## config.mk

```make
export PLATFORM = sky130hd
export DESIGN_NAME = lls_glue
export DESIGN_NICKNAME = d
export VERILOG_FILES = /design/src/hdl/lls_pkg.sv /design/src/hdl/lls_glue.sv
export SDC_FILE = /design/constraint.sdc
export NUM_CORES = 1
export LEC_CHECK = 0
export BUFFER_PORTS_ARGS = -buffer_cell sky130_fd_sc_hd__buf_2
export CAP_MARGIN = 20
export CORE_ASPECT_RATIO = 1.1
export CORE_MARGIN = 2
export CORE_UTILIZATION = 39
export DETAILED_ROUTE_END_ITERATION = 12
export SKIP_LAST_GASP = 1
export SYNTH_ARGS = -nofsm -noshare
export SYNTH_HDL_FRONTEND = slang
export SYNTH_SLANG_ARGS = --single-unit
```

## constraint.sdc

```tcl
create_clock -name core_clk -period 4.2 [get_ports core_clk]
set_input_delay 0.84 -clock core_clk [delete_from_list [all_inputs] [get_ports core_clk]]
set_output_delay 0.84 -clock core_clk [all_outputs]
set_load 0.05 [all_outputs]
```

## src/hdl/lls_pkg.sv

```systemverilog
// Shared constants and carrier types for the line sync glue.
// Assumes one core clock domain; all pins arrive asynchronously.
`default_nettype none
package lls_pkg;
	localparam int          CNT_W      = 14;      // Shift register and down-counter width
	localparam logic [13:0] CNT_RST    = 14'h0000; // Counter value after reset
	localparam logic [13:0] SHIFT_RST  = 14'h0000; // Shift register value after reset
	localparam logic        VIDEO_RST  = 1'b1;     // Laser video level after reset
	localparam int          SYNC_DEPTH = 2;        // Flip-flops per input synchroniser

	// Serial load link from the controller
	typedef struct packed {
		logic sel_n;  // Chip select, active low
		logic clk;    // Serial clock
		logic dat;    // Serial data bit
	} lls_ser_t;

	// Shared converter / smart-card signals from the controller
	typedef struct packed {
		logic conv_sel_n; // 0 converter in use, 1 smart card in use
		logic clk;        // Shared serial clock
		logic dat_o;      // Controller drive on shared data pin
		logic dat_oe;     // Controller drive enable
	} lls_shr_t;

	typedef enum logic [1:0] {
		ST_IDLE  = 2'b00, // Laser forced on, waiting for enable
		ST_ARMED = 2'b01, // Loaded, waiting for sync rise
		ST_COUNT = 2'b11, // Counting down, laser off
		ST_DONE  = 2'b10  // Count reached zero, laser on
	} lls_state_t;
endpackage : lls_pkg
`default_nettype wire

```

## src/hdl/lls_glue.sv

```systemverilog
// Line sync glue: serial-loaded delay, line-sync down-counter, converter mux.
// Assumes pin inputs are asynchronous to core_clk; serial link, enable and line sync are synchronised here.
// How it works
// RQ1 - Fourteen bit shift register loaded serially
// RQ2 - Sync fall copies shift register into counter
// RQ3 - Sync rise after load starts decrementing
// RQ4 - Video low counting, high at zero
// RQ5 - Video high after reset release
// RQ6 - Controller loads delay before setting enable
// RQ7 - Laser on until first sync fall
// RQ8 - Reload and restart every line automatically
// RQ9 - Controller select low converter, high card
// RQ10 - Pass to converter only in converter mode
// RQ11 - One shared pin, never both driving
// RQ12 - Video one means laser lit
// RQ13 - Counter decrements once per core clock
// RQ14 - Capture on serial clock rise, MSB first
`default_nettype none
module lls_glue #(
	parameter int W = 14 // Delay width
) (
	input  wire logic           core_clk,        // Core clock, 100 MHz
	input  wire logic           nrst,            // Async reset, active low
	input  wire lls_pkg::lls_ser_t ser_in,       // Serial load link
	input  wire logic           laser_print_enable, // Print enable from controller
	input  wire logic           line_sync,       // Beam detect line sync pin
	output logic                laser_video_out, // 1 laser on
	input  wire lls_pkg::lls_shr_t shr_in,       // Shared converter bus
	input  wire logic           conv_dout,       // Converter result bit
	output logic                conv_sel_n,      // Converter select, active low
	output logic                conv_clk,        // Converter clock
	output logic                serial_bit_in,   // Converter command bit
	output logic                shr_dat_i,       // Level read back on shared pin
	output logic                shr_dat_oe       // Device drives shared pin
);
	// Two-stage synchronisers for the serial link, enable and line sync pins
	// Reset to the idle pin levels so no false edge or enable follows reset
	logic [4:0] s1_r;
	logic [4:0] s2_r;
	logic [4:0] raw;
	assign raw = {ser_in.sel_n, ser_in.clk, ser_in.dat, laser_print_enable, line_sync};
	always_ff @(posedge core_clk or negedge nrst) begin
		if (!nrst) begin
			s1_r <= 5'h11;
			s2_r <= 5'h11;
		end else begin
			s1_r <= raw;
			s2_r <= s1_r;
		end
	end

	logic sel_n_s, sclk_s, sdat_s, en_s, sync_s;
	assign {sel_n_s, sclk_s, sdat_s, en_s, sync_s} = s2_r;

	// Edge history registers read only the second stage
	logic sclk_d_r;
	logic sync_d_r;
	always_ff @(posedge core_clk or negedge nrst) begin
		if (!nrst) begin
			sclk_d_r <= 1'b0;
			sync_d_r <= 1'b1;
		end else begin
			sclk_d_r <= sclk_s;
			sync_d_r <= sync_s;
		end
	end
	logic sclk_rise, sync_fall, sync_rise;
	assign sclk_rise = sclk_s & ~sclk_d_r;
	assign sync_fall = ~sync_s & sync_d_r;
	assign sync_rise = sync_s & ~sync_d_r;

	// RQ1 RQ14 serial MSB-first capture
	logic [W-1:0] shift_r;
	always_ff @(posedge core_clk or negedge nrst) begin
		if (!nrst) begin
			shift_r <= W'(lls_pkg::SHIFT_RST);
		end else if (!sel_n_s && sclk_rise) begin
			shift_r <= {shift_r[W-2:0], sdat_s};
		end
	end

	// Line state machine: RQ6 assumes delay loaded before enable
	lls_pkg::lls_state_t st_r;
	lls_pkg::lls_state_t st_nxt;
	logic [W-1:0] cnt_r;
	always_comb begin
		st_nxt = st_r;
		case (st_r)
			lls_pkg::ST_IDLE: begin
				// RQ7 laser held until first fall
				if (en_s && sync_fall) st_nxt = lls_pkg::ST_ARMED;
			end
			lls_pkg::ST_ARMED: begin
				// RQ3 rise starts the count
				if (sync_rise) st_nxt = (cnt_r == '0) ? lls_pkg::ST_DONE : lls_pkg::ST_COUNT;
			end
			lls_pkg::ST_COUNT: begin
				// A fall wins over the last step, else that line would be lost
				if (sync_fall) st_nxt = lls_pkg::ST_ARMED;
				else if (cnt_r == W'(1)) st_nxt = lls_pkg::ST_DONE;
			end
			lls_pkg::ST_DONE: begin
				// RQ8 automatic reload each line
				if (sync_fall) st_nxt = lls_pkg::ST_ARMED;
			end
			default: st_nxt = lls_pkg::ST_IDLE;
		endcase
		if (!en_s) st_nxt = lls_pkg::ST_IDLE;
	end

	always_ff @(posedge core_clk or negedge nrst) begin
		if (!nrst) st_r <= lls_pkg::ST_IDLE;
		else st_r <= st_nxt;
	end

	// RQ2 RQ13 load on fall, decrement per clock
	always_ff @(posedge core_clk or negedge nrst) begin
		if (!nrst) begin
			cnt_r <= W'(lls_pkg::CNT_RST);
		end else if (sync_fall && en_s) begin
			cnt_r <= shift_r;
		end else if (st_r == lls_pkg::ST_COUNT && cnt_r != '0) begin
			cnt_r <= cnt_r - W'(1);
		end
	end

	// Registered from the next state so the laser pin never glitches
	// RQ4 RQ5 RQ12 video level, one is laser lit
	always_ff @(posedge core_clk or negedge nrst) begin
		if (!nrst) laser_video_out <= lls_pkg::VIDEO_RST;
		else laser_video_out <= (st_nxt != lls_pkg::ST_COUNT);
	end

	// RQ9 RQ10 converter only sees traffic in converter mode
	// Signals are pure gating; the controller owns their timing
	always_comb begin
		conv_sel_n    = shr_in.conv_sel_n;
		conv_clk      = shr_in.clk & ~shr_in.conv_sel_n;
		serial_bit_in = shr_in.dat_o & ~shr_in.conv_sel_n;
	end

	// RQ11 device returns data only while controller is not driving
	assign shr_dat_oe = ~shr_in.conv_sel_n & ~shr_in.dat_oe;
	assign shr_dat_i  = shr_dat_oe ? conv_dout : shr_in.dat_o;

	// RQ5 video is high right after reset
	chk_video_reset: assert property (@(posedge core_clk) $rose(nrst) |-> laser_video_out) // RQ5
		else $error("video not high after reset");
	// RQ4 video low while counting
	chk_video_count: assert property (@(posedge core_clk) disable iff (!nrst) // RQ4
		st_r == lls_pkg::ST_COUNT && $past(st_r) == lls_pkg::ST_COUNT |-> !laser_video_out)
		else $error("video high while counting");
	// RQ7 idle keeps laser on
	chk_idle_on: assert property (@(posedge core_clk) disable iff (!nrst) // RQ7
		st_r == lls_pkg::ST_IDLE |=> laser_video_out)
		else $error("laser off before first sync fall");
	// RQ2 counter loaded on fall
	chk_load_fall: assert property (@(posedge core_clk) disable iff (!nrst) // RQ2
		sync_fall && en_s |=> cnt_r == $past(shift_r))
		else $error("counter not loaded on sync fall");
	// RQ3 armed holds until rise
	chk_armed_hold: assert property (@(posedge core_clk) disable iff (!nrst) // RQ3
		st_r == lls_pkg::ST_ARMED && !sync_rise && en_s |=> $stable(cnt_r))
		else $error("counter moved before sync rise");
	// RQ13 one step per clock
	chk_dec_step: assert property (@(posedge core_clk) disable iff (!nrst) // RQ13
		st_r == lls_pkg::ST_COUNT && cnt_r != '0 && !sync_fall |=> cnt_r == $past(cnt_r) - W'(1))
		else $error("counter did not step by one");
	// RQ8 each fall rearms
	chk_rearm: assert property (@(posedge core_clk) disable iff (!nrst) // RQ8
		st_r == lls_pkg::ST_DONE && sync_fall && en_s |=> st_r == lls_pkg::ST_ARMED)
		else $error("no rearm at end of line");
	// RQ14 shift captures data bit
	chk_shift_in: assert property (@(posedge core_clk) disable iff (!nrst) // RQ14
		!sel_n_s && sclk_rise |=> shift_r[0] == $past(sdat_s))
		else $error("serial bit not captured");
	// RQ10 converter clock quiet in card mode
	chk_conv_gate: assert property (@(posedge core_clk) disable iff (!nrst) // RQ10
		shr_in.conv_sel_n |-> !conv_clk && !shr_dat_oe)
		else $error("converter active in card mode");
	// RQ11 no double drive
	chk_no_fight: assert property (@(posedge core_clk) disable iff (!nrst) // RQ11
		!(shr_dat_oe && shr_in.dat_oe))
		else $error("shared pin driven twice");
	// RQ4 laser lit once count is done
	chk_video_done: assert property (@(posedge core_clk) disable iff (!nrst) // RQ4
		st_r == lls_pkg::ST_DONE |-> laser_video_out)
		else $error("laser dark after count end");
	// RQ12 laser lit while beam waits on sensor
	chk_armed_lit: assert property (@(posedge core_clk) disable iff (!nrst) // RQ12
		st_r == lls_pkg::ST_ARMED |-> laser_video_out)
		else $error("laser dark while armed");
	// RQ12 dark only while counting
	chk_dark_count: assert property (@(posedge core_clk) disable iff (!nrst) // RQ12
		!laser_video_out |-> st_r == lls_pkg::ST_COUNT)
		else $error("laser dark outside count");
	// RQ3 rise starts a nonzero count
	chk_rise_start: assert property (@(posedge core_clk) disable iff (!nrst) // RQ3
		st_r == lls_pkg::ST_ARMED && sync_rise && en_s && cnt_r != '0
		|=> st_r == lls_pkg::ST_COUNT && !laser_video_out)
		else $error("count not started on sync rise");
	// RQ4 zero load gives no dark time
	chk_armed_zero: assert property (@(posedge core_clk) disable iff (!nrst) // RQ4
		st_r == lls_pkg::ST_ARMED && sync_rise && en_s && cnt_r == '0 |=> st_r == lls_pkg::ST_DONE)
		else $error("zero load did not finish at once");
	// RQ4 count end relights laser
	chk_count_stop: assert property (@(posedge core_clk) disable iff (!nrst) // RQ4
		st_r == lls_pkg::ST_COUNT && cnt_r == W'(1) && en_s && !sync_fall
		|=> st_r == lls_pkg::ST_DONE && laser_video_out)
		else $error("laser not relit at count end");
	// RQ7 enable low forces laser on
	chk_enable_low: assert property (@(posedge core_clk) disable iff (!nrst) // RQ7
		!en_s |=> st_r == lls_pkg::ST_IDLE && laser_video_out)
		else $error("laser not held on without enable");
	// RQ14 shift ignores clock without select
	chk_shift_hold: assert property (@(posedge core_clk) disable iff (!nrst) // RQ14
		(sel_n_s || !sclk_rise) |=> $stable(shift_r))
		else $error("shift register moved without select");
	// RQ10 converter sees traffic in its mode
	chk_conv_pass: assert property (@(posedge core_clk) disable iff (!nrst) // RQ10
		!shr_in.conv_sel_n |-> conv_clk == shr_in.clk && serial_bit_in == shr_in.dat_o)
		else $error("converter traffic not passed");
endmodule : lls_glue
`default_nettype wire

```

Yosys cells after proc, flatten, opt, wreduce, memory -nomap -nowiden. Cells that the tools add are included.

Latch bits: 0. RAM bits: 0. Output and inout bits: 6. ROM bits: 0. Memories: 0. Bits in registers: 43.

Mux-type cells: 11. Shift operators: 0. Reduce and logical (&&, ||, !) cells: 8. Add/sub/neg operators: 1. $mul: 0. Bitwise operators: 11. Order comparisons: 0. Divide/modulo/power cells: 0. Equal/unequal tests: 5.

Operator list (number): 2-to-1 mux 14 bit (2); equality test 14 x 1 -> 1 bit (second input constant) (1); zero test 14 bit (1); nonzero test 14 bit (1); subtractor 14 x 1 -> 14 bit (second input constant) (1); 2-to-1 mux 2 bit (6); one-hot mux 2 bit (4 select lines) (1); AND 1 bit (6); inverter 1 bit (5); equality test 2 bit (second input constant) (2); logical AND 1 bit (3); equality test 2 x 1 -> 1 bit (second input constant) (1); zero test 2 bit (1); 2-to-1 mux 1 bit (2); inequality test 2 bit (second input constant) (1); nonzero test 2 bit (1); zero test 1 bit (1).

Logic depth before layout (Yosys ltp).
Depth after elaboration: 7. Gate-level depth with buffers: 6. Gate-level depth less buffers: 6.

Worst setup path after synthesis. OpenSTA, ideal clock, no wires.

Path type: input -> output. Start: input shr_in[3] (netlist bit). End: output shr_dat_i. Path slack: 1.282 ns. Cell stages on the path: 2. Data arrival time: 2.078 ns. Path through: nor2_1 > mux2_2.

Cells in the longest elaborated chain, start to end: 3.

Ends and longest elaborated chain: from (decl) (line lls_glue.sv:28) `input wire lls_pkg::lls_shr_t shr_in,`; inverter 1 bit (line lls_glue.sv:143) `assign shr_dat_oe = ~shr_in.conv_sel_n & ~shr_in.dat_oe;`; AND 1 bit (line lls_glue.sv:143); 2-to-1 mux 1 bit (line lls_glue.sv:144) `assign shr_dat_i = shr_dat_oe ? conv_dout : shr_in.dat_o;`; to (decl) (line lls_glue.sv:33) `output logic shr_dat_i,`.

Every way passes these cells.

Worst setup path after layout. Same ends and word-level chain as after synthesis.

==> metrics.yaml <==
sta:
  fmax_ghz: 0.4033
  setup_viol: 0
  rsz0062_at_grt: "false"
  fin_crit_sh_pct: 59.03
  tns_ns: 0
  fin_ws_ns: 1.721
  drv_slew: 0
  fin_worst_skew_ns: 0.004833
  fin_crit_ns: 2.479
  maxSlewHeadroom_pct: 32.83
  worst_pin_slew_ns: 1.003
  finalHoldViolations: 0
worst_setup_path:
  worstSetupEndpointType: "output pin"
  crit_type: "in -> out"
  arrival_ns: 1.64
  r2r_cells: 4
  rr_endpoint: "cnt_r[13]"
  r2r_start: "cnt_r[2]"
  start_kind: "input port"
  r2r_slack_ns: 2.16
  required_ns: 3.36
  path_max_fanout: 4
layout:
  layout-drive-gt1-share_pct: 29.19
  num-nets-final: 199
  syn_to_final_growth_pct: 10.94
  multi_input_area_sq_um: 828.3
  diodes: 0
  stdcell_area_sq_um: 2170
  fillers: 464
  regArea_sq_um: 1084
routing:
  vias_per_cell: 5.642
  num_vias: 1371
  antenna_left: 0
  first_iter_violations: 74
  drc_errors: 0
  dr.pass1.iters: 4
  routed_wl_mm: 3.567
  wl_per_cell_microns: 14.68
yosys:
  synth_nets: 182
  netlist_instances: 167
  synth.avg_cell_area_sq_um: 11.71
  synth_common_cells: "dfrtp_1 (37), nand2_1 (16), mux2_2 (15), nor2_1 (12), nand3_1 (8)"
  synth_most_common_cell: "dfrtp_1"
  ys_ff_latch: 43
  synth_area_leader_cell: "dfrtp_1"
  synth-main-ff-cell: "dfrtp_1"
  ys_warn_count: 0
  synth_area_sq_um: 1956
  yosysUniqueCellTypes: 44
  yosys.area.top_type_share_pct: 47.34
  ys_seq_area_share_pct: 55.41
  synth_area_leaders: "dfrtp_1 (47%), mux2_2 (8.6%), dfstp_2 (8.1%)"
  async_reset_ff_share_pct: 100.0
  synth_edf_count: 0
floorplan:
  num_rows: 27
  start_util_pct: 39.65
  io_pins: 18
  dieArea_sq_um: 5597
  die_w_microns: 71.52
  core_sq_um: 4932
  die_y_microns: 78.27
placed_design:
  dpl_worst_slack_ns: 1.714
  placed_area_sq_um: 2081
  dp_hpwl_mm: 2.513
  routabilityCongestion: 0.8628
  io_buffers: 17
power:
  power.density_nw_per_um2: 484.6
  p_clk_share_pct: 24.2
  total_power_mw: 1.051
  intPower_mw: 0.7118
  peakVddDrop_uv: 206.2
  combPwrFrac_pct: 19.7
  swShare_pct: 32.31
  power.switching_mw: 0.3397
  cellLeakagePower_nw: 0.9197
  sequentialPowerShare_pct: 56.1
cts:
  cts_hold_buf: 0
  cts_tree: "yes"
  path_clk_slew_ns: 0.08
  cts_setup_buffers: 0
  cts_resized: 0
  insertion_delay_ns: 0.29
  cts_sinks: 43
  clock_tree.root_cell: "clkbuf_8"
  htreeDepth: 2
  clockBufferDepth: 2
  numCtsBuffers: 5
status:
  status: "complete, no violations"
grt:
  grt_pass1_wl_mm: 6.154
  antenna_found_initial: 0
  grt_overflow: 0
  grt_max_degree: 44
  grt_pass1_vias: 1357
  grt_use_total_pct: 13.83
min_path:
  hold_depth: 0
  min_to: "s2_r[1]"
  hp-start: "s1_r[1]"
  min_path_type: "reg -> reg"
flow_run:
  maxCapViolCount: 0
-- worst max-delay path, cell delays in order --
cell,delay (ns)
buf_2,0.12
nor2_1,0.14
mux2_2,0.34
buf_2,0.21
-- layout by cell type, fill, tap and decap left out, drive strengths merged, types with 3 or more instances in the layout --
master,n
or4,4
clkbuf,5
inv,3
ha,3
nand3,8
dfrtp,37
o211ai,3
nor3,3
dfstp,6
nor4,5
nand2,16
o21ai,3
nor2b,4
nor2,12
mux2,15
a31oi,5
o31ai,4
buf,17
a21oi,4
-- area by class of cell --
class / count / area share [%]
flip-flops and latches: 43 / 49.94
multi-input cells: 114 / 38.18
repair buffers: 17 / 3.922
well taps: 58 / 3.345
clock buffers: 5 / 3.172
clock inverters: 3 / 0.9227
inverters: 3 / 0.5190
-- flip-flops by register name (all words and copies together) (netlist names) --
register         count
sync_d_r             1
s1_r                 5
laser_video_out      1
cnt_r               14
st_r                 2
s2_r                 5
shift_r             14
sclk_d_r             1
-- cell families (layout without fill, tap and decap cells) --
kind of cell / after synthesis / after routing / synth area share (%)
AOI/OAI and AO/OA: 27 / 27 / 10.62
buffers and inverters: 10 / 28 / 2.495
muxes: 15 / 15 / 8.637
adders and majority gates: 3 / 3 / 1.920
xor gates and xnor gates: 1 / 1 / 0.4479
and+or+nand+nor: 68 / 68 / 20.47
DFF: 43 / 43 / 55.41
-- per-stage QoR --
stage | cells | utilization (%) | hold slack, ns
2_1_floorplan | 167 | - | 0.3312
3_3_place_gp | 235 | 42.19 | 0.3317
3_5_place_dp | 235 | 42.19 | 0.3373
4_1_cts | 243 | 43.99 | 0.3532
5_1_grt | 243 | 43.99 | 0.3657
6_report | 243 | 43.99 | 0.3486
-- power groups by stage --
stage          sequential [mW]  combinational (mW)  clock [mW]
2_1_floorplan            0.566               0.180           0
3_3_place_gp             0.593               0.197           0
3_5_place_dp             0.597               0.209           0
4_1_cts                  0.590               0.210       0.265
5_1_grt                  0.606               0.233       0.281
6_report                 0.590               0.207       0.254
-- per-layer routing --
layer	global-route usage, %	wire, microns	vias to the layer above
li1	-	-	646
met1	16.42	1527	682
met2	23.06	1820	32
met3	2.953	125	11
met4	7.736	93	0
met5	0	0	-
-- how the worst max path moves through the flow --
stage	startpoint	end	slack, ns	depth (start not counted)
floorplan	shr_in[3]	shr_dat_i	1.28	2
global placement	shr_in[3]	shr_dat_i	1.74	4
detailed placement	shr_in[3]	shr_dat_i	1.71	4
CTS	shr_in[3]	shr_dat_i	1.71	4
global route	shr_in[3]	shr_dat_i	1.68	4
finish	shr_in[3]	shr_dat_i	1.72	4
No activity file was read; power rests on OpenSTA's default activity.
